**config.mk**
```make
export PLATFORM = sky130hd
export DESIGN_NAME = phy_autoneg_config
export DESIGN_NICKNAME = d
export VERILOG_FILES = /design/src/rtl/phy_cfg_pkg.sv /design/src/rtl/mode_resolver.sv /design/src/rtl/mgmt_frame_slave.sv /design/src/rtl/phy_autoneg_config.sv
export SDC_FILE = /design/constraint.sdc
export NUM_CORES = 1
export LEC_CHECK = 0
export BUFFER_PORTS_ARGS = -buffer_cell sky130_fd_sc_hd__buf_4
export CAP_MARGIN = 30
export CORE_MARGIN = 5
export CORE_UTILIZATION = 25
export DETAILED_ROUTE_END_ITERATION = 16
export PLACE_DENSITY_LB_ADDON = 0.1
export SETUP_SLACK_MARGIN = 0.1
export SLEW_MARGIN = 5
export SYNTH_ARGS = -nofsm -noshare
export SYNTH_HDL_FRONTEND = slang
export SYNTH_SLANG_ARGS = --single-unit
```
**constraint.sdc**
```tcl
create_clock -name clk_in -period 2.83 [get_ports clk_in]
set_clock_uncertainty 0.15 [all_clocks]
set_input_delay 0.849 -clock clk_in [delete_from_list [all_inputs] [get_ports clk_in]]
set_output_delay 0.849 -clock clk_in [all_outputs]
set_load 0.01 [all_outputs]
```
**src/rtl/phy_cfg_pkg.sv**
```systemverilog
package phy_cfg_pkg;

  // management register offsets
  localparam logic [4:0] ADDR_BASIC_MODE_CONTROL   = 5'h00;
  localparam logic [4:0] ADDR_BASIC_MODE_STATUS    = 5'h01;
  localparam logic [4:0] ADDR_NEG_ADVERTISEMENT    = 5'h04;
  localparam logic [4:0] ADDR_PARTNER_ABILITY      = 5'h05;
  localparam logic [4:0] ADDR_NEG_EXPANSION        = 5'h06;
  localparam logic [4:0] ADDR_PHY_STATUS           = 5'h10;
  localparam logic [4:0] ADDR_PHY_CONTROL          = 5'h19;

  // basic control bit positions
  localparam int BMC_SPEED   = 13;
  localparam int BMC_NEGOTIATE_STRAP_ENABLE   = 12;
  localparam int BMC_ISOLATE = 10;
  localparam int BMC_RESTART = 9;
  localparam int BMC_DUPLEX  = 8;

  // ability field (100 full, 100 half, 10 full, 10 half) and selector
  localparam int             ABIL_HI      = 8;
  localparam int             ABIL_LO      = 5;
  localparam logic [4:0]     SELECTOR_STD = 5'h01;
  localparam logic [15:0]    PD_WORD_100  = 16'h0081;
  localparam logic [15:0]    PD_WORD_10   = 16'h0021;
  localparam int             LP_REMOTE_FAULT = 13;
  localparam int             LP_NEXT_PAGE    = 15;

  // fixed basic status: all abilities but T4, preamble suppression,
  // negotiation ability, extended registers
  localparam logic [15:0] BASIC_STATUS_FIXED = 16'h7849;
  localparam int          BMS_AN_COMPLETE    = 5;
  localparam int          BMS_REMOTE_FAULT   = 4;
  localparam int          BMS_LINK           = 2;

  // phy control bit positions
  localparam int          PCR_MDIX_EN    = 15;
  localparam int          PCR_FORCED_CROSSOVER_BIT = 14;
  localparam logic [4:0]  ISOLATE_ADDR   = 5'h00;

  // timing
  localparam int CLK_HZ           = 125_000_000;
  localparam int BREAK_LINK_MS    = 1500;
  localparam int NEG_TIMEOUT_MS   = 3000;
  localparam int MDIX_SLOT_MS     = 62;
  localparam int BREAK_LINK_CYC   = CLK_HZ / 1000 * BREAK_LINK_MS;
  localparam int NEG_TIMEOUT_CYC  = CLK_HZ / 1000 * NEG_TIMEOUT_MS;
  localparam int MDIX_SLOT_CYC    = CLK_HZ / 1000 * MDIX_SLOT_MS;

  // management frame bit counts after the start pattern
  localparam logic [4:0] MF_REG_LAST  = 5'd11;
  localparam logic [4:0] MF_TA_FIRST  = 5'd12;
  localparam logic [4:0] MF_DATA_LAST = 5'd29;
  localparam logic [1:0] MF_OP_WRITE  = 2'b01;
  localparam logic [1:0] MF_OP_READ   = 2'b10;

  // negotiation states, gray along forced->break->ability->complete
  typedef enum logic [1:0] {
    NS_FORCED   = 2'b00,
    NS_BREAK    = 2'b01,
    NS_ABILITY  = 2'b11,
    NS_COMPLETE = 2'b10
  } neg_state_t;

endpackage : phy_cfg_pkg

```
**src/rtl/mode_resolver.sv**
```systemverilog
module mode_resolver
  import phy_cfg_pkg::*;
(
  // ability sets, bit 3 = 100 full ... bit 0 = 10 half
  input  wire logic [3:0] local_abil_in,
  input  wire logic [3:0] partner_abil_in,
  // resolved mode
  output logic            valid_out,
  output logic            speed_100_out,
  output logic            full_duplex_out
);

  logic [3:0] common;

  // highest common ability wins
  always_comb begin
    common          = local_abil_in & partner_abil_in;
    valid_out       = |common;
    speed_100_out   = 1'b0;
    full_duplex_out = 1'b0;
    if (common[3]) begin
      speed_100_out   = 1'b1;
      full_duplex_out = 1'b1;
    end else if (common[2]) begin
      speed_100_out   = 1'b1;
    end else if (common[1]) begin
      full_duplex_out = 1'b1;
    end
  end

endmodule : mode_resolver

```
**src/rtl/mgmt_frame_slave.sv**
```systemverilog
module mgmt_frame_slave
  import phy_cfg_pkg::*;
(
  input  wire logic        clk_in,
  input  wire logic        rst_in,
  // serial management pins
  input  wire logic        mdc_in,
  input  wire logic        mdio_in,
  output logic             mdio_out,
  output logic             mdio_oe_out,
  // own address
  input  wire logic [4:0]  station_addr_in,
  // register access
  output logic [4:0]       reg_addr_out,
  output logic             rd_pulse_out,
  input  wire logic [15:0] rd_data_in,
  output logic             wr_pulse_out,
  output logic [15:0]      wr_data_out
);

  logic        mdc_prev_r;
  logic        in_frame_r;
  logic        last_bit_r;
  logic [4:0]  cnt_r;
  logic [1:0]  op_r;
  logic [4:0]  phy_r;
  logic [15:0] sh_r;
  logic        talk_r;
  logic        rise;

  assign rise = mdc_in & ~mdc_prev_r;

  // bits are taken on mdc rising edges; preamble is optional
  always_ff @(posedge clk_in) begin
    if (rst_in) begin
      mdc_prev_r   <= mdc_in;  // no false rise if mdc is left high at release
      in_frame_r   <= 1'b0;
      last_bit_r   <= 1'b1;
      cnt_r        <= '0;
      op_r         <= '0;
      phy_r        <= '0;
      reg_addr_out <= '0;
      sh_r         <= '0;
      talk_r       <= 1'b0;
      mdio_out     <= 1'b1;
      mdio_oe_out  <= 1'b0;
      rd_pulse_out <= 1'b0;
      wr_pulse_out <= 1'b0;
      wr_data_out  <= '0;
    end else begin
      mdc_prev_r   <= mdc_in;
      rd_pulse_out <= 1'b0;
      wr_pulse_out <= 1'b0;
      if (rise) begin
        last_bit_r <= mdio_in;
        if (!in_frame_r) begin
          // start pattern 0 then 1
          if (!last_bit_r && mdio_in) begin
            in_frame_r <= 1'b1;
            cnt_r      <= '0;
          end
        end else begin
          cnt_r <= cnt_r + 5'd1;
          if (cnt_r < 5'd2) begin
            op_r <= {op_r[0], mdio_in};
          end else if (cnt_r < 5'd7) begin
            phy_r <= {phy_r[3:0], mdio_in};
          end else if (cnt_r <= MF_REG_LAST) begin
            reg_addr_out <= {reg_addr_out[3:0], mdio_in};
          end
          if (cnt_r == MF_REG_LAST) begin
            talk_r       <= (op_r == MF_OP_READ) && (phy_r == station_addr_in);
          end
          if (cnt_r == MF_TA_FIRST && talk_r) begin
            // clear-on-read strobe leaves with the snapshot, so cleared flags still read set
            sh_r         <= rd_data_in;
            rd_pulse_out <= 1'b1;
            mdio_oe_out <= 1'b1;
            mdio_out    <= 1'b0;           // turnaround zero
          end else if (cnt_r > MF_TA_FIRST && talk_r) begin
            mdio_out <= sh_r[15];
            sh_r     <= {sh_r[14:0], 1'b0};
          end else if (cnt_r > MF_TA_FIRST + 5'd1) begin
            sh_r <= {sh_r[14:0], mdio_in};
          end
          if (cnt_r == MF_DATA_LAST) begin
            in_frame_r  <= 1'b0;
            talk_r      <= 1'b0;
            mdio_oe_out <= 1'b0;
            last_bit_r  <= 1'b1;
            if (op_r == MF_OP_WRITE && phy_r == station_addr_in) begin
              wr_pulse_out <= 1'b1;
              wr_data_out  <= {sh_r[14:0], mdio_in};
            end
          end
        end
      end
    end
  end

endmodule : mgmt_frame_slave

```
**src/rtl/phy_autoneg_config.sv**
```systemverilog
module phy_autoneg_config
  import phy_cfg_pkg::*;
#(
  parameter int BREAK_CYCLES   = BREAK_LINK_CYC,
  parameter int TIMEOUT_CYCLES = NEG_TIMEOUT_CYC,
  parameter int MDIX_CYCLES    = MDIX_SLOT_CYC
) (
  // clock and reset
  input  wire logic        clk_in,
  input  wire logic        rst_in,
  // configuration straps
  input  wire logic        negotiate_strap_enable_in,
  input  wire logic        ability_strap_high_in,
  input  wire logic        ability_strap_low_in,
  input  wire logic [4:0]  station_address_strap_in,
  input  wire logic        crossover_strap_in,
  // serial management
  input  wire logic        mdc_in,
  input  wire logic        mdio_in,
  output logic             mdio_out,
  output logic             mdio_oe_out,
  // link partner pages and receiver link status
  input  wire logic        page_rx_valid_in,
  input  wire logic [15:0] page_rx_word_in,
  input  wire logic        link_100_good_in,
  input  wire logic        link_10_good_in,
  // line side control
  output logic             burst_tx_enable_out,
  output logic [15:0]      burst_tx_word_out,
  output logic             line_quiet_out,
  output logic             crossover_out,
  output logic             link_up_out,
  output logic             speed_100_out,
  output logic             full_duplex_out,
  // mac side control
  output logic             mii_out_enable_out,
  output logic             tx_accept_out
);

  logic [15:0] basic_mode_control_r;
  logic [3:0]  adv_abil_r;
  logic [15:0] partner_ability_r;
  logic [15:0] phy_control_r;
  logic        an_armed_r;
  logic        an_prev_r;
  logic        strap_isolate_r;
  logic        pd_fault_r;
  logic        page_rcvd_r;
  logic        lp_an_able_r;
  logic        page_seen_r;
  neg_state_t  state_r;
  neg_state_t  state_nxt;
  logic [31:0] timer_r;
  logic [31:0] slot_r;
  logic [7:0]  lfsr_r;
  logic        res_speed_r;
  logic        res_duplex_r;

  logic [4:0]  reg_addr;
  logic        rd_pulse;
  logic        wr_pulse;
  logic [15:0] wr_data;
  logic [15:0] rd_data;
  logic        an_active;
  logic        restart_req;
  logic        one_link;
  logic        res_valid;
  logic        res_speed;
  logic        res_duplex;
  logic        sel_link;

  // address decode shared by writes and clear-on-read
  function automatic logic hit(input logic [4:0] a, input logic [4:0] want);
    hit = (a == want);
  endfunction : hit

  // strap code to advertised ability set (100f,100h,10f,10h)
  function automatic logic [3:0] strap_abil(input logic en, input logic hi,
                                            input logic lo);
    logic [1:0] code;
    code = {hi, lo};
    if (!en) begin
      strap_abil = 4'h1 << code;
    end else begin
      case (code)
        2'b00:   strap_abil = 4'h3;
        2'b01:   strap_abil = 4'hC;
        2'b10:   strap_abil = 4'h5;
        default: strap_abil = 4'hF;
      endcase
    end
  endfunction : strap_abil

  mgmt_frame_slave u_mgmt (
    .clk_in          (clk_in),
    .rst_in          (rst_in),
    .mdc_in          (mdc_in),
    .mdio_in         (mdio_in),
    .mdio_out        (mdio_out),
    .mdio_oe_out     (mdio_oe_out),
    .station_addr_in (phy_control_r[4:0]),
    .reg_addr_out    (reg_addr),
    .rd_pulse_out    (rd_pulse),
    .rd_data_in      (rd_data),
    .wr_pulse_out    (wr_pulse),
    .wr_data_out     (wr_data)
  );

  mode_resolver u_resolve (
    .local_abil_in   (adv_abil_r),
    .partner_abil_in (partner_ability_r[ABIL_HI:ABIL_LO]),
    .valid_out       (res_valid),
    .speed_100_out   (res_speed),
    .full_duplex_out (res_duplex)
  );

  // negotiation is live only once armed; a forced strap needs clear-then-set
  assign an_active   = basic_mode_control_r[BMC_NEGOTIATE_STRAP_ENABLE] & an_armed_r;
  assign one_link    = link_100_good_in ^ link_10_good_in;
  assign sel_link    = res_speed_r ? link_100_good_in : link_10_good_in;
  assign restart_req = (wr_pulse && hit(reg_addr, ADDR_BASIC_MODE_CONTROL)
                        && wr_data[BMC_RESTART])
                     || (an_active && !an_prev_r)
                     || (state_r == NS_COMPLETE && !sel_link);

  // basic control: straps during reset, management writes after
  always_ff @(posedge clk_in) begin
    if (rst_in) begin
      basic_mode_control_r              <= '0;
      basic_mode_control_r[BMC_NEGOTIATE_STRAP_ENABLE]   <= negotiate_strap_enable_in;
      basic_mode_control_r[BMC_SPEED]   <= ability_strap_high_in;
      basic_mode_control_r[BMC_DUPLEX]  <= ability_strap_low_in;
      basic_mode_control_r[BMC_ISOLATE] <= station_address_strap_in == ISOLATE_ADDR;
      an_armed_r                        <= negotiate_strap_enable_in;
    end else if (wr_pulse && hit(reg_addr, ADDR_BASIC_MODE_CONTROL)) begin
      basic_mode_control_r[BMC_SPEED]   <= wr_data[BMC_SPEED];
      basic_mode_control_r[BMC_NEGOTIATE_STRAP_ENABLE]   <= wr_data[BMC_NEGOTIATE_STRAP_ENABLE];
      basic_mode_control_r[BMC_ISOLATE] <= wr_data[BMC_ISOLATE];
      basic_mode_control_r[BMC_DUPLEX]  <= wr_data[BMC_DUPLEX];
      if (!wr_data[BMC_NEGOTIATE_STRAP_ENABLE]) begin
        an_armed_r <= 1'b1;
      end
    end
  end

  // advertisement and phy control; address write never touches isolate
  always_ff @(posedge clk_in) begin
    if (rst_in) begin
      adv_abil_r    <= strap_abil(negotiate_strap_enable_in, ability_strap_high_in,
                                  ability_strap_low_in);
      phy_control_r <= '0;
      phy_control_r[PCR_MDIX_EN] <= crossover_strap_in;
      phy_control_r[4:0]         <= station_address_strap_in;
    end else if (wr_pulse) begin
      if (hit(reg_addr, ADDR_NEG_ADVERTISEMENT)) begin
        adv_abil_r <= wr_data[ABIL_HI:ABIL_LO];
      end
      if (hit(reg_addr, ADDR_PHY_CONTROL)) begin
        phy_control_r[PCR_MDIX_EN]    <= wr_data[PCR_MDIX_EN];
        phy_control_r[PCR_FORCED_CROSSOVER_BIT] <= wr_data[PCR_FORCED_CROSSOVER_BIT];
        phy_control_r[4:0]            <= wr_data[4:0];
      end
    end
  end

  // negotiation state sequence
  always_comb begin
    state_nxt = state_r;
    if (!an_active) begin
      state_nxt = NS_FORCED;
    end else if (restart_req) begin
      state_nxt = NS_BREAK;
    end else begin
      case (state_r)
        NS_BREAK: begin
          if (timer_r == 32'(BREAK_CYCLES - 1)) begin
            state_nxt = NS_ABILITY;
          end
        end
        NS_ABILITY: begin
          if (page_seen_r && res_valid
              && (res_speed ? link_100_good_in : link_10_good_in)) begin
            state_nxt = NS_COMPLETE;
          end else if (!page_seen_r && one_link) begin
            state_nxt = NS_COMPLETE;
          end else if (timer_r == 32'(TIMEOUT_CYCLES - 1)) begin
            state_nxt = NS_BREAK;
          end
        end
        NS_COMPLETE: state_nxt = NS_COMPLETE;
        default:     state_nxt = NS_BREAK;
      endcase
    end
  end

  // state and phase timer
  always_ff @(posedge clk_in) begin
    if (rst_in) begin
      state_r   <= NS_FORCED;
      timer_r   <= '0;
      an_prev_r <= 1'b0;
    end else begin
      state_r   <= state_nxt;
      an_prev_r <= an_active;
      timer_r   <= (state_nxt != state_r || restart_req) ? '0 : timer_r + 32'd1;
    end
  end

  // partner pages, parallel detection and resolved mode
  always_ff @(posedge clk_in) begin
    if (rst_in) begin
      partner_ability_r <= '0;
      page_seen_r       <= 1'b0;
      lp_an_able_r      <= 1'b0;
      res_speed_r       <= 1'b0;
      res_duplex_r      <= 1'b0;
    end else if (state_nxt == NS_BREAK && state_r != NS_BREAK) begin
      page_seen_r  <= 1'b0;
      lp_an_able_r <= 1'b0;
    end else if (state_r == NS_ABILITY) begin
      if (page_rx_valid_in) begin
        partner_ability_r <= page_rx_word_in;
        page_seen_r       <= 1'b1;
        lp_an_able_r      <= 1'b1;
      end
      if (state_nxt == NS_COMPLETE) begin
        if (page_seen_r) begin
          res_speed_r  <= res_speed;
          res_duplex_r <= res_duplex;
        end else begin
          partner_ability_r <= link_100_good_in ? PD_WORD_100 : PD_WORD_10;
          res_speed_r       <= link_100_good_in;
          res_duplex_r      <= 1'b0;      // parallel detect cannot see duplex
        end
      end
    end
  end

  // expansion flags: hardware set wins over clear-on-read
  always_ff @(posedge clk_in) begin
    if (rst_in) begin
      pd_fault_r  <= 1'b0;
      page_rcvd_r <= 1'b0;
    end else begin
      if (state_r == NS_ABILITY && !page_seen_r && link_100_good_in
          && link_10_good_in) begin
        pd_fault_r <= 1'b1;
      end else if (rd_pulse && hit(reg_addr, ADDR_NEG_EXPANSION)) begin
        pd_fault_r <= 1'b0;
      end
      if (state_r == NS_ABILITY && page_rx_valid_in) begin
        page_rcvd_r <= 1'b1;
      end else if (rd_pulse && hit(reg_addr, ADDR_NEG_EXPANSION)) begin
        page_rcvd_r <= 1'b0;
      end
    end
  end

  // crossover: forced bit wins; auto hunting only while negotiating
  always_ff @(posedge clk_in) begin
    if (rst_in) begin
      crossover_out <= 1'b0;
      slot_r        <= '0;
      lfsr_r        <= 8'h5A;              // any nonzero seed
    end else begin
      lfsr_r <= {lfsr_r[6:0], lfsr_r[7] ^ lfsr_r[5] ^ lfsr_r[4] ^ lfsr_r[3]};
      slot_r <= (slot_r == 32'(MDIX_CYCLES - 1)) ? '0 : slot_r + 32'd1;
      if (phy_control_r[PCR_FORCED_CROSSOVER_BIT]) begin
        crossover_out <= 1'b1;
      end else if (!phy_control_r[PCR_MDIX_EN] || !an_active) begin
        crossover_out <= 1'b0;
      end else if (state_r == NS_ABILITY && !page_seen_r && !one_link
                   && slot_r == '0) begin
        crossover_out <= lfsr_r[0];
      end
    end
  end

  // line and mac side outputs, all registered
  always_ff @(posedge clk_in) begin
    if (rst_in) begin
      burst_tx_enable_out <= 1'b0;
      burst_tx_word_out   <= '0;
      line_quiet_out      <= 1'b0;
      link_up_out         <= 1'b0;
      speed_100_out       <= 1'b0;
      full_duplex_out     <= 1'b0;
      mii_out_enable_out  <= 1'b0;
      tx_accept_out       <= 1'b0;
    end else begin
      burst_tx_enable_out <= state_r == NS_ABILITY;
      burst_tx_word_out   <= {7'h00, adv_abil_r, SELECTOR_STD};
      line_quiet_out      <= state_r == NS_BREAK;
      if (state_r == NS_FORCED) begin
        speed_100_out   <= basic_mode_control_r[BMC_SPEED];
        full_duplex_out <= basic_mode_control_r[BMC_DUPLEX];
        link_up_out     <= basic_mode_control_r[BMC_SPEED] ? link_100_good_in
                                                           : link_10_good_in;
      end else begin
        speed_100_out   <= res_speed_r;
        full_duplex_out <= res_duplex_r;
        link_up_out     <= state_r == NS_COMPLETE;
      end
      mii_out_enable_out  <= !basic_mode_control_r[BMC_ISOLATE];
      tx_accept_out       <= !basic_mode_control_r[BMC_ISOLATE] && state_r != NS_BREAK;
    end
  end

  // register read mux
  always_comb begin
    rd_data = '0;
    case (reg_addr)
      ADDR_BASIC_MODE_CONTROL: begin
        rd_data = basic_mode_control_r;
        rd_data[BMC_NEGOTIATE_STRAP_ENABLE] = an_active;
      end
      ADDR_BASIC_MODE_STATUS: begin
        rd_data = BASIC_STATUS_FIXED;
        rd_data[BMS_AN_COMPLETE]  = state_r == NS_COMPLETE;
        rd_data[BMS_REMOTE_FAULT] = partner_ability_r[LP_REMOTE_FAULT];
        rd_data[BMS_LINK]         = link_up_out;
      end
      ADDR_NEG_ADVERTISEMENT: rd_data = {7'h00, adv_abil_r, SELECTOR_STD};
      ADDR_PARTNER_ABILITY:   rd_data = partner_ability_r;
      ADDR_NEG_EXPANSION: begin
        rd_data = {11'h000, pd_fault_r, partner_ability_r[LP_NEXT_PAGE],
                   1'b1, page_rcvd_r, lp_an_able_r};
      end
      ADDR_PHY_STATUS: begin
        rd_data = {11'h000, state_r == NS_COMPLETE, 1'b0, full_duplex_out,
                   !speed_100_out, link_up_out};
      end
      ADDR_PHY_CONTROL:       rd_data = phy_control_r;
      default:                rd_data = '0;
    endcase
  end

endmodule : phy_autoneg_config

```
======== After elaboration in Yosys (flattened, before gate mapping) ========
Cells that the tools add are included.
storage, ports and cells
  logic and storage cells ................. 231
  output and inout port bits .............. 26
  flip-flop bits (word level) ............. 193
cells by class
  reductions and logical operators ........ 73
  magnitude comparators ................... 5
  multiplexer cells ....................... 70
  add/subtract/negate cells ............... 3
  bitwise operators ....................... 14
  shift-type cells ........................ 1
  equality and inequality tests ........... 25
operator list
  kind                                                   count
  case mux 16 bit (7 select lines)                       1
  2-to-1 mux 16 bit                                      6
  adder 32 x 1 -> 32 bit, second input constant          2
  2-to-1 mux 1 bit                                       40
  equality test 32 x 23 -> 1 bit, second input constant  1
  equality test 32 x 28 -> 1 bit, second input constant  1
  equality test 32 x 29 -> 1 bit, second input constant  1
  logical NOT 32 bit                                     1
  2-to-1 mux 5 bit                                       5
  2-to-1 mux 2 bit                                       11
  logical AND 1 bit                                      21
  nonzero test 2 bit                                     10
  AND reduction 3 bit                                    6
  2-to-1 mux 4 bit                                       4
  equality test 5 x 3 -> 1 bit, second input constant    3
  equality test 5 bit, second input constant             3
  AND reduction 2 bit                                    7
  case mux 4 bit (3 select lines)                        1
  equality test 2 bit, second input constant             5
  equality test 5 x 4 -> 1 bit, second input constant    2
  > comparator 5 x 4 -> 1 bit, second input constant     2
  logical NOT 5 bit                                      2
  logical NOT 1 bit                                      9
  equality test 2 x 1 -> 1 bit, second input constant    4
  24 further kinds                                       43

======== Longest topological paths before layout ========
Gate-level depths: netlist of the first run.
  depth in word-level cells ............... 13
  mapped depth ............................ 8
  gate-level depth less buffers ........... 8

======== Cells and area by module ========
Synthesis of the first run repeated with hierarchy kept, for this count alone.
unflattened totals
  cells, all modules ...................... 961
  area total of the unflattened synthesis .. 8,657.1 µm²
modules (own cells, without submodules)
  module              cells an instance  times used  area each (µm²)
  phy_autoneg_config  642                1           5,829.3
  mgmt_frame_slave    315                1           2,793.9
  mode_resolver       4                  1           33.8

======== Worst setup path before layout of the first run ========
Ideal clock, no wire load.
  path kind ............................... reg2reg
  start ................................... register timer_r[23]
  end ..................................... register partner_ability_r[10]
  required time ........................... 2.623 ns
  path buffers ............................ 1
  library setup time ...................... 0.057 ns
  setup slack ............................. -0.088 ns
  arrival ................................. 2.711 ns
  cell stages (with the launch flop) ...... 8
  cells stage by stage .................... dfxtp_1 or4_1 or4_4 or4_4 o2111a_2 a211oi_4 buf_6 a22o_2
between the ends
  word-level cells in the longest chain between the ends .. 11
  elaborated cells on any way between the ends .. 15
  those cells by class .................... eq/ne: 4; mux: 8; bitwise: 1; reduce/logical: 2
ends and longest elaborated chain
  item                               RTL line                   text
  start: declaration                 phy_autoneg_config.sv:53   logic [31:0] timer_r;
  start signal: assignment           phy_autoneg_config.sv:205  timer_r <= (state_nxt != state_r || restart_req) ? '0 : timer_r + 32'd1;
  equality test 32 x 29 -> 1 bit     phy_autoneg_config.sv:186  end else if (timer_r == 32'(TIMEOUT_CYCLES - 1)) begin
  2-to-1 mux 2 bit                   phy_autoneg_config.sv:186
  2-to-1 mux 2 bit                   phy_autoneg_config.sv:184  end else if (!page_seen_r && one_link) begin
  2-to-1 mux 2 bit                   phy_autoneg_config.sv:181  if (page_seen_r && res_valid
  case mux 2 bit (3 select lines) *  phy_autoneg_config.sv:174  case (state_r)
  2-to-1 mux 2 bit *                 phy_autoneg_config.sv:171  end else if (restart_req) begin
  2-to-1 mux 2 bit *                 phy_autoneg_config.sv:169  if (!an_active) begin
  equality test 2 x 1 -> 1 bit       phy_autoneg_config.sv:217  end else if (state_nxt == NS_BREAK && state_r != NS_BREAK) begin
  logical AND 1 bit                  phy_autoneg_config.sv:217
  inverter 1 bit (no line)           --
  AND reduction 2 bit (no line)      --
  end signal: assignment             phy_autoneg_config.sv:222  partner_ability_r <= page_rx_word_in;
  end signal: assignment             phy_autoneg_config.sv:231  partner_ability_r <= link_100_good_in ? PD_WORD_100 : PD_WORD_10;
  end: declaration                   phy_autoneg_config.sv:42   logic [15:0] partner_ability_r;
Every way passes the cells marked *; elsewhere a longest branch is shown, timed or not.
A chain may end at the register's enable or synchronous reset.

======== Final worst setup path of the first run ========
  start ................................... register timer_r[31]
  end ..................................... register partner_ability_r[7]
The elaborated chain is that of the path after synthesis.

==> results of run 1 <==
state kept, by name (all words and copies together) (netlist names), 2 cells and up:
register              flops
basic_mode_control_r      4
u_mgmt.phy_r              5
u_mgmt.reg_addr_out       5
slot_r                   32
adv_abil_r                4
lfsr_r                    8
u_mgmt.cnt_r              5
timer_r                  32
u_mgmt.sh_r              16
state_r                   2
u_mgmt.wr_data_out       15
u_mgmt.op_r               2
burst_tx_word_out         5
partner_ability_r        16
phy_control_r             7
kinds of logic (layout without fill, tap and decap cells):
logic type	after synthesis	count (layout)	share of synthesized area, %
buffers and inverters	73	171	3.97
DFF	181	181	45.7
muxes	46	46	5.76
and+or+nand+nor	411	411	24.5
adders and majority gates	7	7	1.06
xor gates and xnor gates	69	69	7.32
other	1	11	0.0454
AOI/OAI and AO/OA	128	128	11.7
routing by layer:
layer	global-route usage (%)	vias to the layer above
met5	0	-
met4	3.70	0
met3	2.40	20
met2	19.0	77
met1	19.7	3130
li1	-	3421
worst paths after layout:
path	start	slack (ns)	cells past startpoint	endpoint
worst max-delay path	timer_r[31]	-0.01	7	partner_ability_r[7]
worst min-delay path	lfsr_r[2]	0.26	1	lfsr_r[3]
worst max register to register	timer_r[31]	-0.01	7	partner_ability_r[7]
worst min register to register	lfsr_r[2]	0.26	1	lfsr_r[3]
where the power goes:
part	switching, mW	internal [mW]
logic	0.163	0.134
registers	0.0342	2.62
clock network	1.10	1.19
total	1.29	3.95
layout make-up:
type	count	area [um^2]
inverter	20	75.1
multi-input combinational	672	4270
sequential	181	3770
clock inverter	12	101
fill	3477	22300
tap	442	553
timing repair buffer	119	956
clock buffer	20	458
placed cells by master (no fill, tap or decap), types with 20 or more instances in the layout:
cell type / Yosys / layout
xor2_1: 29 / 29
buf_4: 11 / 114
dfxtp_1: 166 / 166
nor3_1: 40 / 40
inv_1: 20 / 20
nor2_1: 146 / 146
nand2_1: 82 / 82
mux2i_1: 34 / 34
nand3_1: 23 / 22
nand4_1: 20 / 20
a21oi_1: 23 / 23
xnor2_1: 40 / 40
what timing repair did:
action | CTS | global route
resized for setup | 6 | 2
endpoints found under the setup margin | 49 | 51
pin swaps | 1 | 3
gates cloned | 0 | 0
buffers inserted | 0 | 4
==> results.toml, run 1 <==
[outcome]
status = "complete, but fails checks"
violations = "setup timing"

[drt]
drc = 0
wl_met1_mm = 12.5
routed_wl_mm = 23.1
vias = 6648
wl_met3_um = 589
first_iter_violations = 438
met2WireLength_mm = 9.77
antenna_left = 0
wire_per_inst_um = 15.8
drtPass1Iterations = 5
top_layer = "met4"
vias_per_cell = 4.53

[power]
p_leak_nw = 3.90
powerDensity_nw_per_um2 = 515
power.total_mw = 5.24
vdd_drop_max_v = 0.000396

[floorplan]
core.rowCount = 66
fp.dieW_um = 192
chipHeight_um = 192
die_area_um2 = 36800
core-area_um2 = 32500
start_util_pct = 25.4
ios = 58

[yosys]
ys_top_cells_by_area = "dfxtp_1 40%, nor2_1 6.6%, edfxtp_1 5.5%"
syn_avg_cell_area_um2 = 9.01
synth_area_um2 = 8250
synthCells = 916
yosysTopAreaCell = "dfxtp_1"
yosys_register_bits = 181
synth.most_common_cell = "dfxtp_1"
synth_commonest_cells = "166 x dfxtp_1, 146 x nor2_1, 82 x nand2_1"
async_flop_share_pct = 0
synth_seq_area_share_pct = 45.7
synth_ff_type = "dfxtp_1"
synth_warnings = 0
synth-edff-count = 15
ys_types = 64
yosys.area.top_type_share_pct = 40.3

[critical_path]
crit_family = "simple AND/OR/NAND/NOR gates"
critPathKind = "reg -> reg"
crit_fanout = 14
critical_path.most_common_cell = "or4_4"
critical_path_buf_inv_count = 1
cp-start-kind = "flip-flop"
cp-end-kind = "flip-flop"
cpMaxStageDelayCell = "or4_4"
arrival_ns = 3.07
cp_cell_sequence = "or4_4 -> or4_4 -> or4_4 -> o2111a_2 -> a211oi_4 -> buf_12 -> a22o_2"
max_stage_delay_ns = 0.54
required_ns = 3.06

[place]
place_inst = 1430
dpl_cell_area_um2 = 9570
gp_congestion = 0.766
port_buffers = 46
hpwlAfterDp_mm = 16.8
place_ws_ns = -0.0997

[layout]
final_cells = 1466
syn2layout_area_growth_pct = 23.5
final_nets = 1050
fin_area_um2 = 10200
fin_util_pct = 31.3
antenna_cells = 0
layout-drive-gt1-share_pct = 19.2

[sta]
maxSlewViolCount = 0
relSlewSlack_pct = 52.3
setup_tns_ns = -0.0100
worst_pin_slew_ns = 0.709
hold_viol = 0
rsz0062_at_grt = "true"
layout_min_cycle_time_ns = 2.84
setup_viol = 1
max_freq_mhz = 352
setup_ws_ns = -0.0100
whs_ns = 0.261
finalCritPeriodShare_pct = 100

[clocking]
cts_buffers = 17
clock_path_buffers = 2
holdBufCountCts = 0
cts_tree = "built"
clk_transition_reported_paths_ns = 0.07
clk_latency_ns = 0.44
numClockSinks = 181
root_buffer = "clkbuf_16"
htreeDepth = 4

[global_route]
first_global_vias = 6629
grt_pass1_wl_mm = 37.9
gr-total-overflow = 0
grt_max_degree = 42
grt_use_total_pct = 13.1
antenna_found_initial = 0

[min_path]
hold_path.class = "reg -> reg"

[flow_run]
max_cap_viol_count = 0
Note: power is estimated with default switching activity, not from simulation.
==> run 2: changes to the inputs <==
--- a/config.mk
+++ b/config.mk
@@ -7,10 +7,13 @@
 export LEC_CHECK = 0
 export BUFFER_PORTS_ARGS = -buffer_cell sky130_fd_sc_hd__buf_4
 export CAP_MARGIN = 30
+export CELL_PAD_IN_SITES_DETAIL_PLACEMENT = 1
+export CELL_PAD_IN_SITES_GLOBAL_PLACEMENT = 1
 export CORE_MARGIN = 5
 export CORE_UTILIZATION = 25
+export CTS_CLUSTER_DIAMETER = 30
 export DETAILED_ROUTE_END_ITERATION = 16
-export PLACE_DENSITY_LB_ADDON = 0.1
+export PLACE_DENSITY = 0.46
 export SETUP_SLACK_MARGIN = 0.1
 export SLEW_MARGIN = 5
 export SYNTH_ARGS = -nofsm -noshare
==> run 2 against run 1 <==
  * The flow still finishes with violations (setup timing)
  * Final cell count hardly changed
  * Largest cell class unchanged
  * Wire length is 5.2% higher
  * Critical path depth stayed put
  * Highest routed layer is now met5
  * Sequential cell count stayed put
  * Hold slack better by 0.0025 ns
==> results.toml, run 2 (same netlist as run 1, synthesis figures left out) <==
[drt]
wl_met1_mm = 12.9
first_iter_violations = 339
met2WireLength_mm = 10.7
drtPass1Iterations = 4
vias_per_cell = 4.65
wl_met3_um = 527
drc = 0
wire_per_inst_um = 16.6
top_layer = "met5"
antenna_left = 0
vias = 6814
routed_wl_mm = 24.3

[layout]
syn2layout_area_growth_pct = 24.1
reg_top3 = "slot_r: 32 flops, timer_r: 32 flops"
final_cells = 1465
antenna_cells = 0
layout-drive-gt1-share_pct = 19.3
final_nets = 1049
fin_util_pct = 31.5
mostFrequentLayoutCells = "165 x dfxtp_1, 146 x nor2_1, 110 x buf_4"
final_common_cell = "dfxtp_1"

[clocking]
clock_path_buffers = 2
root_buffer = "clkbuf_16"
cts_buffers = 17
holdBufCountCts = 0
htreeDepth = 4
cts_tree = "built"
numClockSinks = 181
clk_transition_reported_paths_ns = 0.07
clk_latency_ns = 0.44

[sta]
hold_viol = 0
maxSlewViolCount = 0
setup_ws_ns = -0.0102
whs_ns = 0.263
finalCritPeriodShare_pct = 100
worst_pin_slew_ns = 0.759
layout_min_cycle_time_ns = 2.84
setup_viol = 7
rsz0062_at_grt = "true"
relSlewSlack_pct = 49.1
setup_tns_ns = -0.0493
max_freq_mhz = 352

[critical_path]
critPathKind = "reg -> reg"
crit_fanout = 14
cp-end-kind = "flip-flop"
reg2regPathDepth = 7
required_ns = 3.07
cp-start-kind = "flip-flop"
arrival_ns = 3.08

[global_route]
grt_max_degree = 59
first_global_vias = 7000
grt_pass1_wl_mm = 38.7
gr-total-overflow = 0
grt_use_total_pct = 13.4
antenna_found_initial = 1

[floorplan]
die_area_um2 = 36800
core-area_um2 = 32500
core.rowCount = 66
ios = 58
chipHeight_um = 192
fp.dieW_um = 192
start_util_pct = 25.4

[place]
hpwlAfterDp_mm = 17.5
place_ws_ns = -0.0771
port_buffers = 46
place_inst = 1430
gp_congestion = 0.756

[outcome]
status = "complete, but fails checks"
violations = "setup timing"

[min_path]
hold_depth = 1
hold_path.class = "reg -> reg"

[flow_run]
max_cap_viol_count = 0

[power]
powerDensity_nw_per_um2 = 521
vdd_drop_max_v = 0.000368
p_leak_nw = 3.91
run 2: worst paths after layout:
check	slack, ns	from	end
setup / recovery	-0.01	timer_r[31]	partner_ability_r[7]
hold / removal	0.26	lfsr_r[2]	lfsr_r[3]
setup reg to reg	-0.01	timer_r[31]	partner_ability_r[7]
hold reg to reg	0.26	lfsr_r[2]	lfsr_r[3]
run 2: layout make-up:
class | count | area [um^2]
Clock buffer | 21 | 450
Clock inverter | 11 | 125
Sequential cell | 181 | 3770
Timing Repair Buffer | 118 | 977
Fill cell | 3808 | 22300
Multi-Input combinational cell | 672 | 4290
Tap cell | 442 | 553
Inverter | 20 | 75.1
run 2: report_power, final:
part	internal, mW	leakage, nW	switching, mW	total [mW]
registers	2.62	1.49	0.0349	2.66
logic	0.131	2.14	0.163	0.293
clock network	1.33	0.278	1.06	2.39
run 2: worst max-delay path: stages (launching register included):
cell	delay (ns)
dfxtp_2	0.32
or4_4	0.52
or4_4	0.44
or4_4	0.54
o2111a_2	0.30
a211oi_4	0.21
buf_12	0.18
a22o_2	0.14
run 2: what timing repair did:
action                                  4_1_cts  5_1_grt
endpoints found under the setup margin       49       51
setup buffers                                 1        2
gates resized for setup                       9        5
pin swaps                                     6        3
run 2: routing by layer:
| metal | up-vias | GRT usage (%) |
|---|---|---|
| met1 | 3331 | 19.6 |
| met2 | 62 | 20.1 |
| met5 | - | 0 |
| met4 | 2 | 3.98 |
| met3 | 17 | 2.45 |
| li1 | 3402 | - |
run 2: stage by stage:
step | cell area, um^2 | total power [mW]
after global placement | 9590 | 3.01
final | 10200 | 5.34
after global routing | 10200 | 5.58
after CTS | 10200 | 5.44
after detailed placement | 9590 | 3.01
after floorplan | 8330 | 2.87
